## src/core/tpse_pkg.sv

```systemverilog
// Constants, register map and carrier types of the PWM timer block.
// Assumes an AXI4-Lite master and a port/event fabric on one clock.
package tpse_pkg;
  // ----------------------------------------------------------------
  // Register indices (byte address is four times the index)
  // ----------------------------------------------------------------
  localparam logic [5:0] IDX_CTRLA = 6'h00;
  localparam logic [5:0] IDX_CTRLB = 6'h01;
  localparam logic [5:0] IDX_CTRLD = 6'h03;
  localparam logic [5:0] IDX_CTRLECLR = 6'h04;
  localparam logic [5:0] IDX_CONTROL_E_SET_REGISTER = 6'h05;
  localparam logic [5:0] IDX_CTRLFCLR = 6'h06;
  localparam logic [5:0] IDX_CTRLFSET = 6'h07;
  localparam logic [5:0] IDX_EVCTRL = 6'h09;
  localparam logic [5:0] IDX_FLAGS = 6'h0b;
  localparam logic [5:0] IDX_CNT = 6'h20;
  localparam logic [5:0] IDX_PER = 6'h26;
  localparam logic [5:0] IDX_CMP0 = 6'h28;
  localparam logic [5:0] IDX_PERBUF = 6'h36;
  localparam logic [5:0] IDX_CMP0BUF = 6'h38;
  localparam logic [5:0] IDX_STEP = 6'h02;
  // ----------------------------------------------------------------
  // Field positions
  // ----------------------------------------------------------------
  localparam int CA_EN = 0;
  localparam int CA_PSC = 1;
  localparam int CB_WG = 0;
  localparam int CB_CHEN = 4;
  localparam int CD_SPLIT = 0;
  localparam int CE_DIR = 0;
  localparam int CE_LOCK_UPDATE = 1;
  localparam int CE_CMD = 2;
  localparam int EV_COUNT_ON_EVENT_ENABLE = 0;
  localparam int EV_ACT = 1;
  localparam int FL_OVF = 0;
  localparam int FL_HIGH_UNDERFLOW_EVENT = 1;
  localparam int FL_CMP = 4;
  localparam int CW = 16;
  // ----------------------------------------------------------------
  // Encodings
  // ----------------------------------------------------------------
  localparam logic [2:0] WG_NORMAL = 3'h0;
  localparam logic [2:0] WG_FRQ = 3'h1;
  localparam logic [2:0] WG_SS = 3'h3;
  localparam logic [2:0] WG_DSTOP = 3'h5;
  localparam logic [2:0] WG_DSBOTH = 3'h6;
  localparam logic [2:0] WG_DSBOT = 3'h7;
  localparam logic [1:0] CMD_NONE = 2'h0;
  localparam logic [1:0] CMD_UPDATE = 2'h1;
  localparam logic [1:0] CMD_RESTART = 2'h2;
  localparam logic [1:0] CMD_RESET = 2'h3;
  localparam logic [2:0] EA_POSEDGE = 3'h0;
  localparam logic [2:0] EA_ANYEDGE = 3'h1;
  localparam logic [2:0] EA_HIGH = 3'h2;
  localparam logic [2:0] EA_UPDOWN = 3'h3;
  localparam logic [1:0] RESP_OKAY = 2'h0;
  localparam logic [1:0] RESP_SLVERR = 2'h2;
  localparam logic [15:0] CNT_RST = 16'h0000;
  localparam logic [15:0] PER_RST = 16'hffff;

  typedef struct packed {
    logic overflow_low_underflow_event;
    logic high_underflow_event;
    logic [2:0] cmp;
  } tpse_evt_s;

  // Prescaler divide minus one for each select code
  function automatic logic [9:0] tpse_psc_max(input logic [2:0] sel);
    case (sel)
      3'h0: return 10'h000;
      3'h1: return 10'h001;
      3'h2: return 10'h003;
      3'h3: return 10'h007;
      3'h4: return 10'h00f;
      3'h5: return 10'h03f;
      3'h6: return 10'h0ff;
      default: return 10'h3ff;
    endcase
  endfunction
endpackage

```

## src/core/tpse_timer.sv

```systemverilog
// 16-bit PWM timer with split mode, commands and events.
// Assumes port direction/output/invert come from port logic on
// core_clk_in; event input is synchronous to core_clk_in.
//
// Overview of operation
// - Frequency mode, compare zero toggles every clock
// - Single slope: count to period, set/clear output
// - Single slope compare zero low, above period high
// - Single slope period plus one ticks per cycle
// - Dual slope up/down, clear rising, set falling
// - Dual slope compare zero low, equal period high
// - Dual slope cycle lasts twice period ticks
// - Pin override needs enable, output direction, and mode unless split
// - Commands written to control E set register
// - Update command ignores lock update bit
// - Restart clears counter, direction, compare outputs
// - Reset command only while disabled, restores registers
// - Split: two 8-bit down counters, three channels each
// - Split: high underflow flag, no high compare flags
// - Split: buffers unused, byte access to registers
// - Mode switch keeps register contents unchanged
// - Pulse events for overflow, underflow, compare matches
// - Events fire exactly when flags are raised
// - Event input counts or steers per action field
// - Split mode ignores event input entirely
// - Update at top or bottom unless locked
//
// Decided for this implementation: the placing of the registers and register access over AXI4-Lite.
`timescale 1ns/1ps
module tpse_timer
  import tpse_pkg::*;
(
  input wire logic core_clk_in,
  input wire logic rst_n_in,
  input wire logic [7:0] s_axi_awaddr_in,
  input wire logic s_axi_awvalid_in,
  output logic s_axi_awready_out,
  input wire logic [31:0] s_axi_wdata_in,
  input wire logic [3:0] s_axi_wstrb_in,
  input wire logic s_axi_wvalid_in,
  output logic s_axi_wready_out,
  output logic [1:0] s_axi_bresp_out,
  output logic s_axi_bvalid_out,
  input wire logic s_axi_bready_in,
  input wire logic [7:0] s_axi_araddr_in,
  input wire logic s_axi_arvalid_in,
  output logic s_axi_arready_out,
  output logic [31:0] s_axi_rdata_out,
  output logic [1:0] s_axi_rresp_out,
  output logic s_axi_rvalid_out,
  input wire logic s_axi_rready_in,
  input wire logic event_in,
  output tpse_evt_s event_out,
  input wire logic [5:0] port_out_in,
  input wire logic [5:0] port_dir_in,
  input wire logic [5:0] pin_invert_enable_in,
  output logic [5:0] pin_out
);
  // ----------------------------------------------------------------
  // Register state
  // ----------------------------------------------------------------
  logic en_q, split_enable_q, dir_q, lock_update_q, count_on_event_enable_q;
  logic [2:0] clock_prescale_select_q, waveform_mode_select_q;
  logic [2:0] event_action_select_q;
  logic [6:0] chen_q;
  logic [3:0] bv_q;
  logic [7:0] flags_q;
  logic [15:0] counter_value_q, per_q, perbuf_q;
  logic [15:0] compare_value_q [3];
  logic [15:0] cmpbuf_q [3];
  logic [5:0] wave_q;
  logic [9:0] psc_q;
  logic ev_q;
  tpse_evt_s evt_d;

  // ----------------------------------------------------------------
  // AXI4-Lite slave
  // ----------------------------------------------------------------
  logic aw_q, w_q, bvalid_q, rvalid_q;
  logic [5:0] awidx_q;
  logic [31:0] wdata_q, rdata_q;
  logic [3:0] wstrb_q;
  logic [1:0] bresp_q, rresp_q;
  logic do_wr;

  function automatic logic mapped(input logic [5:0] i);
    return i inside {IDX_CTRLA, IDX_CTRLB, IDX_CTRLD, IDX_CTRLECLR,
      IDX_CONTROL_E_SET_REGISTER, IDX_CTRLFCLR, IDX_CTRLFSET, IDX_EVCTRL, IDX_FLAGS,
      IDX_CNT, IDX_PER, IDX_PERBUF, IDX_CMP0, IDX_CMP0 + IDX_STEP,
      IDX_CMP0 + IDX_STEP + IDX_STEP, IDX_CMP0BUF, IDX_CMP0BUF + IDX_STEP,
      IDX_CMP0BUF + IDX_STEP + IDX_STEP};
  endfunction

  assign s_axi_awready_out = !aw_q && !bvalid_q;
  assign s_axi_wready_out = !w_q && !bvalid_q;
  assign s_axi_bvalid_out = bvalid_q;
  assign s_axi_bresp_out = bresp_q;
  assign s_axi_arready_out = !rvalid_q;
  assign s_axi_rvalid_out = rvalid_q;
  assign s_axi_rdata_out = rdata_q;
  assign s_axi_rresp_out = rresp_q;
  assign do_wr = aw_q && w_q && !bvalid_q;

  always_ff @(posedge core_clk_in or negedge rst_n_in) begin
    if (!rst_n_in) begin
      aw_q <= 1'b0;
      w_q <= 1'b0;
      bvalid_q <= 1'b0;
      awidx_q <= 6'h00;
      wdata_q <= 32'h0000_0000;
      wstrb_q <= 4'h0;
      bresp_q <= RESP_OKAY;
    end else begin
      if (s_axi_awvalid_in && s_axi_awready_out) begin
        aw_q <= 1'b1;
        awidx_q <= s_axi_awaddr_in[7:2];
      end
      if (s_axi_wvalid_in && s_axi_wready_out) begin
        w_q <= 1'b1;
        wdata_q <= s_axi_wdata_in;
        wstrb_q <= s_axi_wstrb_in;
      end
      if (do_wr) begin
        aw_q <= 1'b0;
        w_q <= 1'b0;
        bvalid_q <= 1'b1;
        bresp_q <= mapped(awidx_q) ? RESP_OKAY : RESP_SLVERR;
      end else if (bvalid_q && s_axi_bready_in) begin
        bvalid_q <= 1'b0;
      end
    end
  end

  // Byte-lane merge into a 16-bit register
  function automatic logic [15:0] merge(input logic [15:0] old);
    return {wstrb_q[1] ? wdata_q[15:8] : old[15:8],
            wstrb_q[0] ? wdata_q[7:0] : old[7:0]};
  endfunction

  function automatic logic wr_at(input logic [5:0] i, input logic b);
    return do_wr && awidx_q == i && wstrb_q[0] | (b & wstrb_q[1]);
  endfunction

  logic [1:0] cmd;
  logic cmd_upd, cmd_restart, cmd_reset, cnt_wr;
  assign cmd = wdata_q[CE_CMD +: 2];
  assign cmd_upd = wr_at(IDX_CONTROL_E_SET_REGISTER, 1'b0) && cmd == CMD_UPDATE;
  assign cmd_restart = wr_at(IDX_CONTROL_E_SET_REGISTER, 1'b0) && cmd == CMD_RESTART;
  assign cmd_reset = wr_at(IDX_CONTROL_E_SET_REGISTER, 1'b0) && cmd == CMD_RESET
                     && !en_q;
  assign cnt_wr = do_wr && awidx_q == IDX_CNT && |wstrb_q[1:0];

  logic [31:0] rd;
  always_comb begin
    rd = 32'h0000_0000;
    unique case (s_axi_araddr_in[7:2])
      IDX_CTRLA: rd[3:0] = {clock_prescale_select_q, en_q};
      IDX_CTRLB: rd[6:0] = {chen_q[6:4], 1'b0, waveform_mode_select_q};
      IDX_CTRLD: rd[CD_SPLIT] = split_enable_q;
      IDX_CTRLECLR, IDX_CONTROL_E_SET_REGISTER: rd[1:0] = {lock_update_q, dir_q};
      IDX_CTRLFCLR, IDX_CTRLFSET: rd[3:0] = bv_q;
      IDX_EVCTRL: rd[3:0] = {event_action_select_q, count_on_event_enable_q};
      IDX_FLAGS: rd[7:0] = flags_q;
      IDX_CNT: rd[15:0] = counter_value_q;
      IDX_PER: rd[15:0] = per_q;
      IDX_PERBUF: rd[15:0] = perbuf_q;
      default: begin
        for (int n = 0; n < 3; n++) begin
          if (s_axi_araddr_in[7:2] == IDX_CMP0 + 6'(2 * n))
            rd[15:0] = compare_value_q[n];
          if (s_axi_araddr_in[7:2] == IDX_CMP0BUF + 6'(2 * n))
            rd[15:0] = cmpbuf_q[n];
        end
      end
    endcase
  end

  always_ff @(posedge core_clk_in or negedge rst_n_in) begin
    if (!rst_n_in) begin
      rvalid_q <= 1'b0;
      rdata_q <= 32'h0000_0000;
      rresp_q <= RESP_OKAY;
    end else if (s_axi_arvalid_in && !rvalid_q) begin
      rvalid_q <= 1'b1;
      rdata_q <= rd;
      rresp_q <= mapped(s_axi_araddr_in[7:2]) ? RESP_OKAY : RESP_SLVERR;
    end else if (rvalid_q && s_axi_rready_in) begin
      rvalid_q <= 1'b0;
    end
  end

  // ----------------------------------------------------------------
  // Control registers
  // ----------------------------------------------------------------
  always_ff @(posedge core_clk_in or negedge rst_n_in) begin
    if (!rst_n_in) begin
      en_q <= 1'b0;
      clock_prescale_select_q <= 3'h0;
      waveform_mode_select_q <= WG_NORMAL;
      chen_q <= 7'h00;
      split_enable_q <= 1'b0;
      lock_update_q <= 1'b0;
      count_on_event_enable_q <= 1'b0;
      event_action_select_q <= EA_POSEDGE;
    end else if (cmd_reset) begin
      en_q <= 1'b0;
      clock_prescale_select_q <= 3'h0;
      waveform_mode_select_q <= WG_NORMAL;
      chen_q <= 7'h00;
      split_enable_q <= 1'b0;
      lock_update_q <= 1'b0;
      count_on_event_enable_q <= 1'b0;
      event_action_select_q <= EA_POSEDGE;
    end else if (do_wr && wstrb_q[0]) begin
      // Mode bit only changes meaning, never content
      unique case (awidx_q)
        IDX_CTRLA: {clock_prescale_select_q, en_q} <= wdata_q[3:0];
        IDX_CTRLB: begin
          chen_q <= wdata_q[6:0];
          waveform_mode_select_q <= wdata_q[CB_WG +: 3];
        end
        IDX_CTRLD: split_enable_q <= wdata_q[CD_SPLIT];
        IDX_CTRLECLR:
          if (wdata_q[CE_LOCK_UPDATE]) lock_update_q <= 1'b0;
        IDX_CONTROL_E_SET_REGISTER:
          if (wdata_q[CE_LOCK_UPDATE]) lock_update_q <= 1'b1;
        IDX_EVCTRL: begin
          count_on_event_enable_q <= wdata_q[EV_COUNT_ON_EVENT_ENABLE];
          event_action_select_q <= wdata_q[EV_ACT +: 3];
        end
        default: ;
      endcase
    end
  end

  // ----------------------------------------------------------------
  // Prescaler and count step
  // ----------------------------------------------------------------
  logic tick, step, ev_on, up;
  logic [15:0] top;
  logic dual;
  // Greater-or-equal so a prescale drop never stalls the divider
  assign tick = en_q && psc_q >= tpse_psc_max(clock_prescale_select_q);
  assign ev_on = count_on_event_enable_q && !split_enable_q;
  assign top = waveform_mode_select_q == WG_FRQ ? compare_value_q[0]
                                                 : per_q;
  assign dual = waveform_mode_select_q >= WG_DSTOP;

  always_comb begin
    step = tick;
    up = !dir_q;
    if (ev_on) begin
      unique case (event_action_select_q)
        EA_POSEDGE: step = en_q && event_in && !ev_q;
        EA_ANYEDGE: step = en_q && (event_in ^ ev_q);
        EA_HIGH: step = tick && event_in;
        EA_UPDOWN: up = !event_in;
        default: step = 1'b0;
      endcase
    end
  end

  always_ff @(posedge core_clk_in or negedge rst_n_in) begin
    if (!rst_n_in) begin
      psc_q <= 10'h000;
      ev_q <= 1'b0;
    end else begin
      ev_q <= event_in;
      if (!en_q || tick || cmd_restart)
        psc_q <= 10'h000;
      else
        psc_q <= psc_q + 10'h001;
    end
  end

  // ----------------------------------------------------------------
  // Next count, events and waveforms
  // ----------------------------------------------------------------
  logic [15:0] cnt_d;
  logic dir_d, at_top, at_bot, upd_nat, lunf, high_underflow_event;
  logic [2:0] mt;
  logic [5:0] wave_d;

  always_comb begin
    cnt_d = counter_value_q;
    dir_d = dir_q;
    at_top = 1'b0;
    at_bot = 1'b0;
    lunf = 1'b0;
    high_underflow_event = 1'b0;
    mt = 3'h0;
    wave_d = wave_q;
    if (split_enable_q) begin
      if (tick) begin
        at_bot = 1'b1;
        if (counter_value_q[7:0] == 8'h00) begin
          cnt_d[7:0] = per_q[7:0];
          lunf = 1'b1;
        end else
          cnt_d[7:0] = counter_value_q[7:0] - 8'h01;
        if (counter_value_q[15:8] == 8'h00) begin
          cnt_d[15:8] = per_q[15:8];
          high_underflow_event = 1'b1;
        end else
          cnt_d[15:8] = counter_value_q[15:8] - 8'h01;
        for (int n = 0; n < 3; n++) begin
          mt[n] = cnt_d[7:0] == compare_value_q[n][7:0];
          wave_d[n] = cnt_d[7:0] < compare_value_q[n][7:0];
          wave_d[n + 3] = cnt_d[15:8] < compare_value_q[n][15:8];
        end
      end
    end else if (step) begin
      if (dual) begin
        if (up && counter_value_q >= top) begin
          dir_d = 1'b1;
          at_top = 1'b1;
          cnt_d = counter_value_q - 16'h0001;
        end else if (!up && counter_value_q == 16'h0000) begin
          dir_d = 1'b0;
          at_bot = 1'b1;
          cnt_d = 16'h0001;
        end else
          cnt_d = up ? counter_value_q + 16'h0001
                     : counter_value_q - 16'h0001;
      end else if (up) begin
        at_top = counter_value_q == top;
        cnt_d = at_top ? 16'h0000 : counter_value_q + 16'h0001;
      end else begin
        at_bot = counter_value_q == 16'h0000;
        cnt_d = at_bot ? top : counter_value_q - 16'h0001;
      end
      for (int n = 0; n < 3; n++) begin
        mt[n] = cnt_d == compare_value_q[n];
        unique case (waveform_mode_select_q)
          WG_FRQ: wave_d[n] = wave_q[n] ^ mt[n];
          WG_SS: wave_d[n] = cnt_d < compare_value_q[n];
          WG_DSTOP, WG_DSBOTH, WG_DSBOT:
            wave_d[n] = compare_value_q[n] != 16'h0000 &&
              (compare_value_q[n] >= top ||
               cnt_d < compare_value_q[n] ||
               (dir_d && cnt_d == compare_value_q[n]));
          default: ;
        endcase
      end
    end
    evt_d.cmp = mt;
    evt_d.high_underflow_event = high_underflow_event;
    unique case (waveform_mode_select_q)
      WG_DSTOP: evt_d.overflow_low_underflow_event = at_top;
      WG_DSBOT: evt_d.overflow_low_underflow_event = at_bot;
      default: evt_d.overflow_low_underflow_event = at_top || at_bot;
    endcase
    if (split_enable_q) evt_d.overflow_low_underflow_event = lunf;
    upd_nat = !split_enable_q && (dual ? at_bot : at_top || at_bot);
  end

  // ----------------------------------------------------------------
  // Counter, direction and waveform state
  // ----------------------------------------------------------------
  always_ff @(posedge core_clk_in or negedge rst_n_in) begin
    if (!rst_n_in) begin
      counter_value_q <= CNT_RST;
      dir_q <= 1'b0;
      wave_q <= 6'h00;
    end else if (cmd_reset || cmd_restart) begin
      counter_value_q <= CNT_RST;
      dir_q <= 1'b0;
      wave_q <= 6'h00;
    end else begin
      counter_value_q <= cnt_wr ? merge(counter_value_q) : cnt_d;
      wave_q <= wave_d;
      if (wr_at(IDX_CTRLECLR, 1'b0) && wdata_q[CE_DIR])
        dir_q <= 1'b0;
      else if (wr_at(IDX_CONTROL_E_SET_REGISTER, 1'b0) && wdata_q[CE_DIR])
        dir_q <= 1'b1;
      else
        dir_q <= dir_d;
    end
  end

  // ----------------------------------------------------------------
  // Period, compare and buffers
  // ----------------------------------------------------------------
  logic upd;
  assign upd = cmd_upd || (upd_nat && !lock_update_q);

  always_ff @(posedge core_clk_in or negedge rst_n_in) begin
    if (!rst_n_in) begin
      per_q <= PER_RST;
      perbuf_q <= PER_RST;
      bv_q <= 4'h0;
      for (int n = 0; n < 3; n++) begin
        compare_value_q[n] <= CNT_RST;
        cmpbuf_q[n] <= CNT_RST;
      end
    end else if (cmd_reset) begin
      per_q <= PER_RST;
      perbuf_q <= PER_RST;
      bv_q <= 4'h0;
      for (int n = 0; n < 3; n++) begin
        compare_value_q[n] <= CNT_RST;
        cmpbuf_q[n] <= CNT_RST;
      end
    end else begin
      if (upd && !split_enable_q) begin
        if (bv_q[0]) per_q <= perbuf_q;
        for (int n = 0; n < 3; n++)
          if (bv_q[n + 1]) compare_value_q[n] <= cmpbuf_q[n];
        bv_q <= 4'h0;
      end
      if (wr_at(IDX_CTRLFCLR, 1'b0)) bv_q <= bv_q & ~wdata_q[3:0];
      if (wr_at(IDX_CTRLFSET, 1'b0)) bv_q <= bv_q | wdata_q[3:0];
      if (wr_at(IDX_PER, 1'b1)) per_q <= merge(per_q);
      if (wr_at(IDX_PERBUF, 1'b1)) begin
        perbuf_q <= merge(perbuf_q);
        bv_q[0] <= 1'b1;
      end
      for (int n = 0; n < 3; n++) begin
        if (wr_at(IDX_CMP0 + 6'(2 * n), 1'b1))
          compare_value_q[n] <= merge(compare_value_q[n]);
        if (wr_at(IDX_CMP0BUF + 6'(2 * n), 1'b1)) begin
          cmpbuf_q[n] <= merge(cmpbuf_q[n]);
          bv_q[n + 1] <= 1'b1;
        end
      end
    end
  end

  // ----------------------------------------------------------------
  // Flags and event pulses
  // ----------------------------------------------------------------
  logic [7:0] fset;
  always_comb begin
    fset = 8'h00;
    fset[FL_OVF] = evt_d.overflow_low_underflow_event;
    fset[FL_HIGH_UNDERFLOW_EVENT] = evt_d.high_underflow_event;
    fset[FL_CMP +: 3] = evt_d.cmp;
  end

  always_ff @(posedge core_clk_in or negedge rst_n_in) begin
    if (!rst_n_in) begin
      flags_q <= 8'h00;
      event_out <= '0;
    end else begin
      event_out <= evt_d;
      if (cmd_reset)
        flags_q <= 8'h00;
      else if (wr_at(IDX_FLAGS, 1'b0))
        flags_q <= (flags_q & ~wdata_q[7:0]) | fset;
      else
        flags_q <= flags_q | fset;
    end
  end

  // ----------------------------------------------------------------
  // Port pin override
  // ----------------------------------------------------------------
  always_ff @(posedge core_clk_in or negedge rst_n_in) begin
    if (!rst_n_in) begin
      pin_out <= 6'h00;
    end else begin
      for (int n = 0; n < 6; n++) begin
        if (port_dir_in[n] && (split_enable_q ? chen_q[n < 3 ? n + 4 : n - 3]
            : n < 3 && chen_q[CB_CHEN + n % 3] &&
              waveform_mode_select_q != WG_NORMAL))
          pin_out[n] <= wave_d[n] ^ pin_invert_enable_in[n];
        else
          pin_out[n] <= port_out_in[n];
      end
    end
  end
endmodule

```

## config.mk

```make
export PLATFORM = sky130hd
export DESIGN_NAME = tpse_timer
export DESIGN_NICKNAME = d
export VERILOG_FILES = /design/src/core/tpse_pkg.sv /design/src/core/tpse_timer.sv
export SDC_FILE = /design/constraint.sdc
export NUM_CORES = 1
export LEC_CHECK = 0
export BUFFER_PORTS_ARGS = -buffer_cell sky130_fd_sc_hd__buf_2
export CORE_ASPECT_RATIO = 0.9
export CORE_UTILIZATION = 55
export DETAILED_ROUTE_END_ITERATION = 12
export GPL_TIMING_DRIVEN = 0
export PLACE_DENSITY = 0.74
export RECOVER_POWER = 25
export SLEW_MARGIN = 10
export SYNTH_ARGS = -nofsm -noshare
export SYNTH_HDL_FRONTEND = slang
export SYNTH_SLANG_ARGS = --single-unit
```

## constraint.sdc

```tcl
create_clock -name core_clk_in -period 5.5 [get_ports core_clk_in]
set_input_delay 0.275 -clock core_clk_in [delete_from_list [all_inputs] [get_ports core_clk_in]]
set_output_delay 0.275 -clock core_clk_in [all_outputs]
set_load 0.02 [all_outputs]
```

# After elaboration in Yosys (flattened, before gate mapping)
# Index checks and enable logic that the tools add are counted.
# word_totals
in_bits	78
register_bits	253
wordCells	484
output_inout_bits	52
# classes
n_lt_le_gt_ge	15
bitwise_logic	18
mux	158
n_reduce_logical	167
n_eq_ne	72
n_addsub	5
# ops
op	count
16-bit 2-to-1 mux	36
48-bit 2-to-1 mux	3
6-bit == test (second input constant)	18
8-bit 2-to-1 mux	10
1-bit logical AND	70
10-bit one-hot mux with 7 select lines	1
1-bit 2-to-1 mux	69
16-bit == test	4
16-bit >= comparator	4
6-bit by 3-bit == test with 1-bit output (second input constant)	8
16-bit < comparator	3
8-bit < comparator	6
16-bit nonzero test	3
3-bit 2-to-1 mux	15
18-bit nonzero test	2
8-bit one-hot mux with 4 select lines	1
3-bit != test (second input constant)	10
3-bit AND reduction	10
2-bit nonzero test	15
3-bit nonzero test	10
2-bit AND reduction	13
6-bit by 4-bit == test with 1-bit output (second input constant)	4
8-bit == test	3
7-bit 2-to-1 mux	3
other kinds (48)	114

# Longest topological paths before layout
# depth
depth_word	21
depth_mapped	26
depth_no_buf	23

# Least setup slack after synthesis
# Ideal clock, no wire load.
# synth_timing
kind	reg-to-reg
from	reg, netlist name chen_q[2]
to	reg pin_out[0]
path_slack_ps	51
period_less_slack_ps	5449
n_path_buf	2
setup_ps	76
path_stages_with_launch	24
required_time_ps	5424
t_arrival_ps	5373
cell_sequence	dfrtp_1 or3b_1 buf_2 clkbuf_1 a21oi_1 ha_1 and4_1 and2_1 a22oi_1 nand3_1 nor2_2 nor2_1 a211oi_1 a211oi_1 a21oi_1 ha_1 and4_1 a221o_1 a221o_1 a21o_1 a221oi_1 o22ai_1 xor2_1 o21ai_1
# synth_rtl
item	line	text
to (signal, indexed assignment)	tpse_timer.sv:466	pin_out[n] <= wave_d[n] ^ pin_invert_enable_in[n];
to (signal, indexed assignment)	tpse_timer.sv:468	pin_out[n] <= port_out_in[n];
to (decl)	tpse_timer.sv:57	output logic [5:0] pin_out

# Worst setup path after layout
# layout_timing
from	reg waveform_mode_select_q[1]
to	reg pin_out[0]
# layout_between
elab_chain_len	17
elab_cells_between_ends	39
cone_classes	order compare: 4; eq/ne: 7; mux: 17; bitwise: 2; reduce/logical: 9
# layout_lines
item	line	text
from (decl)	tpse_timer.sv:63	logic [2:0] clock_prescale_select_q, waveform_mode_select_q;
from (signal assigned)	tpse_timer.sv:220	waveform_mode_select_q <= wdata_q[CB_WG +: 3];
3-bit by 1-bit == test with 1-bit output	tpse_timer.sv:245, tpse_timer.sv:334	
16-bit 2-to-1 mux	tpse_timer.sv:245	assign top = waveform_mode_select_q == WG_FRQ ? compare_value_q[0]
16-bit >= comparator / 16-bit == test (equally long branches)	tpse_timer.sv:314, tpse_timer.sv:326	
1-bit logical AND / 16-bit 2-to-1 mux (equally long branches)	tpse_timer.sv:314, tpse_timer.sv:327	
16-bit 2-to-1 mux, on equally long branches	tpse_timer.sv:314, tpse_timer.sv:325	
16-bit 2-to-1 mux	tpse_timer.sv:313	if (dual) begin
16-bit 2-to-1 mux	tpse_timer.sv:312	end else if (step) begin
16-bit 2-to-1 mux	tpse_timer.sv:293	if (split_enable_q) begin
16-bit < comparator / 16-bit == test (equally long branches)	n/a	
1-bit logical OR / 1-bit logical AND (equally long branches)	tpse_timer.sv:339, tpse_timer.sv:341	
1-bit logical OR	tpse_timer.sv:340	cnt_d < compare_value_q[n] ||
1-bit logical AND	tpse_timer.sv:338	wave_d[n] = compare_value_q[n] != 16'h0000 &&
1-bit one-hot mux with 3 select lines	tpse_timer.sv:334	unique case (waveform_mode_select_q)
3-bit 2-to-1 mux	tpse_timer.sv:312	
3-bit 2-to-1 mux	tpse_timer.sv:293	
1-bit XOR	tpse_timer.sv:466	
1-bit 2-to-1 mux (*)	tpse_timer.sv:463	if (port_dir_in[n] && (split_enable_q ? chen_q[n < 3 ? n + 4 : n - 3]
# Every way passes the cells marked *; elsewhere a longest branch is shown, timed or not. The select of a mux whose other input is x is not followed.
# A chain may end at the register's enable or synchronous reset.

==> run metrics <==
Total GRT Usage=47.23%; DRT Pass-1 Iters=7; Critical path origin=waveform_mode_select_q[1]$_DFFE_PN0P_; outcome=complete, but fails checks; Slew HR=-91.73%; detailed placer's ending HPWL=about 62000 um; yosys warns=0; CP Data Required Time=between 6 and 7 ns; Area Overhead vs Synth=20.52%; # DRC=0; Worst R2R Start=waveform_mode_select_q[1]$_DFFE_PN0P_; Synth Register Bits=~250; die width=~200 um; Crit Path Max Fanout=9; fin. max-slew vios=around 250; first-iteration detailed-routing DRC count=about 3000; Fin. Hold Viols=0; Hold Startpoint=port_dir_in[1]; vias in the first global route=18690; H-tree levels=1; post-synthesis cell type count=approximately 110; hold_ws=between 0.015 and 0.02 ns; WHS Path Cells=3; Pwr Total=about 12 mW; DR WL/cell=between 20 and 30 um; post-route ant nets=0; total gr overflow=0; most common cell after layout, fill and taps aside=nand2_1; Final min period=between 5 and 6 ns; area occupied by multi-input gates=12530 sq um; HP Class=input port to register; share of cells above drive strength 1=19.64%; Clk Latency, worst-skew pair=0.61 ns; Place WS=-2.103 ns; post-detailed-routing wire length=82670 um; Cell Rows=63; Setup violations, final=6; # fillers=about 2700; asr flop ratio synth=100.0%; register area share after synthesis=around 33%; antenna violations before repair=0; Antenna Cells=0; Core ar.=between 30000 and 40000 sq um; LEAKAGE=roughly 9.4 nW; Max Clock Freq=174.2 MHz; Clock transition at path regs=approximately 0.060 ns; Worst R2R Path Depth=24; kind of critical path=register to register; clk sink count=approximately 250; met3 Resource Use GR=around 12%; Worst Setup Start Kind=register; Mapped Cells=roughly 2200; vias=approximately 20000; setup TNS=-0.7016 ns; PortBufs=89; Worst Tran Pin Value=~2.9 ns; count of flip-flops with a built-in enable after synthesis=0; first-pass GRT wire length=~120000 um; Mean Syn Cell Area=8.648 sq um; Pwr Density=~550 nW/um^2; max incr delay on CP=between 0.4 and 0.5 ns; Netlist Area Pre-Place=between 15000 and 20000 sq um; GPL Wtd Cong=1.039; critical path cell sequence=or3b_4 -> buf_12 -> clkbuf_8 -> a21oi_4 -> ha_4 -> and4_4 -> buf_4 -> and2_1 -> a22oi_2 -> nand3_4 -> nor2_4 -> nor2_2 -> a211oi_2 -> a211oi_2 -> a21oi_2 -> ha_1 -> and4_1 -> a221o_1 -> a221o_1 -> a21o_1 -> a221oi_2 -> o22ai_2 -> xor2_1 -> o21ai_1; period utilisation layout=104.4%; vias per std cell=slightly below 7; VDD IR max=~510 uV; M2 GR Usage=69.87%; register area=6221 sq um; failing checks=max-capacitance violations, max-slew violations, negative setup slack; Worst setup EP type=register; die area=between 30000 and 40000 sq um; Slowest cell on crit path=a221o_1; fin util=about two thirds; Chip Height=roughly 180 um; worst setup margin=-0.2420 ns; GRT Max-Usage Layer=met2; initial core utilization=between 50% and 60%; clock skew=0.03308 ns; nets=2640; clock buffer depth=3; RSZ-0062 raised after global routing=yes; most frequent cells in the layout=nand2_1, dfrtp_1, nor2_1; CTS Buf Count=28; CTS tree=done; largest net degree at the start of global routing=approximately 120; met1 Use GR=between 60 and 70%; clock root buffer=clkbuf_16; I/O pin count=130; critical path arrival=6.25 ns; max-cap violation count=3; top_reg_cell synth=dfrtp_1
## layer usage
metal  wire [um]  share of wire [%]
met2       34500                 42
met1       32070                 39
met5           0                  0
met4        5397                6.5
met3       10710                 13
## layout make-up
cell class	instances	share of cell area (%)
buffer	142	3.406
clock inverter	12	0.7531
tap	455	2.520
inverter	74	1.229
sequential	247	27.53
multi-input combinational	1721	55.44
clock buffer	37	3.516
timing repair buffer	180	5.604
## metrics by stage
step | cell area [sq um] | cells
floorplan | 18810 | 2185
global route | 22590 | 2868
global placement | 19830 | 2729
finish | 22590 | 2868
CTS | 22310 | 2847
detailed placement | 19930 | 2733
## path summary, 6_finish.rpt
kind	endpoint	slack, ns
worst max register to register	pin_out[0]$_DFF_PN0_	-0.24
worst min-delay path	pin_out[1]$_DFF_PN0_	0.02
worst min register to register	s_axi_rresp_out[1]$_DFFE_PN0P_	0.47
max in group asynchronous	pin_out[3]$_DFF_PN0_	1.39
min in group asynchronous	aw_q$_DFFE_PN0P_	0.56
worst max-delay path	pin_out[0]$_DFF_PN0_	-0.24
## critical path: cells and delay by family (launching register included)
family	cells	cell delay, ns
flops	1	0.41
fa+ha+maj	2	0.52
xor+xnor	1	0.21
compound gates	11	2.58
buf+inv	3	0.48
simple gates	7	1.46
## cell usage after synthesis (13+ instances only)
cell type  count  area (sq um)
and3_1        22         137.6
o211ai_1      19         142.6
ha_1         168          2102
nand2b_1      16         100.1
a221oi_1      24         210.2
nor4_1        26         162.7
nand3_1       62         310.3
nor2_1       206         773.2
o21a_1        13         97.59
clkbuf_1      83         311.6
mux2_2        29         326.6
buf_4         22         165.2
a21oi_1      141         705.7
nor2b_1       19         118.9
nand2_1      249         934.7
buf_2         25         125.1
a22oi_1       19         142.6
a211oi_1      13         97.59
a31oi_1       24         150.1
nand4_1       29         181.4
o21ai_1       26         130.1
xor2_1        17         148.9
xnor2_1       28         245.2
dfstp_2       32         840.8
o31ai_1       49         367.9
nor3_1        36         180.2
nand3b_1      16         120.1
mux2i_1       71         710.7
dfrtp_1      215          5380
o21ai_0      131         655.6
inv_1         73         274.0
a21o_1        32         240.2
a222oi_1      16         160.2
## kinds of logic (layout without fill, tap and decap cells)
family | count (synthesis) | count (layout) | synth area share, %
DFF | 247 | 247 | 33.18
buffers and inverters | 217 | 445 | 5.192
muxes | 100 | 100 | 5.533
other | 1 | 18 | 0.02000
AOI/OAI and AO/OA | 635 | 635 | 23.15
and+or+nand+nor | 754 | 754 | 19.55
adders and majority gates | 169 | 169 | 11.27
xor gates and xnor gates | 45 | 45 | 2.102
## sequential cells by signal, summed over array words and instances, names as in the netlist, 2 cells and up
name / count
wstrb_q: 2
compare_value_q: 48
bv_q: 4
s_axi_rdata_out: 16
wdata_q: 16
clock_prescale_select_q: 3
awidx_q: 6
event_action_select_q: 3
counter_value_q: 16
waveform_mode_select_q: 2
cmpbuf_q: 48
psc_q: 10
wave_q: 6
event_out: 5
per_q: 16
chen_q: 4
perbuf_q: 16
pin_out: 6
flags_q: 8
## where the power goes
group | leakage (nW) | switching (mW) | total [mW] | internal (mW)
logic | 5.77 | 4.56 | 7.46 | 2.90
registers | 3.17 | 0.604 | 2.89 | 2.29
clock network | 0.474 | 0.845 | 2.00 | 1.16
total | 9.42 | 6.01 | 12.4 | 6.34
## repair_timing
action                                  in CTS  in global routing
pin swaps                                   34                 39
gates cloned                                 3                  0
gates resized for setup                    150                 28
buffers inserted                            25                 22
hold endpoints to repair                   244                  0
hold buffers                                37                  0
endpoints found under the setup margin      12                  7
No activity file was read; power rests on OpenSTA's default activity.
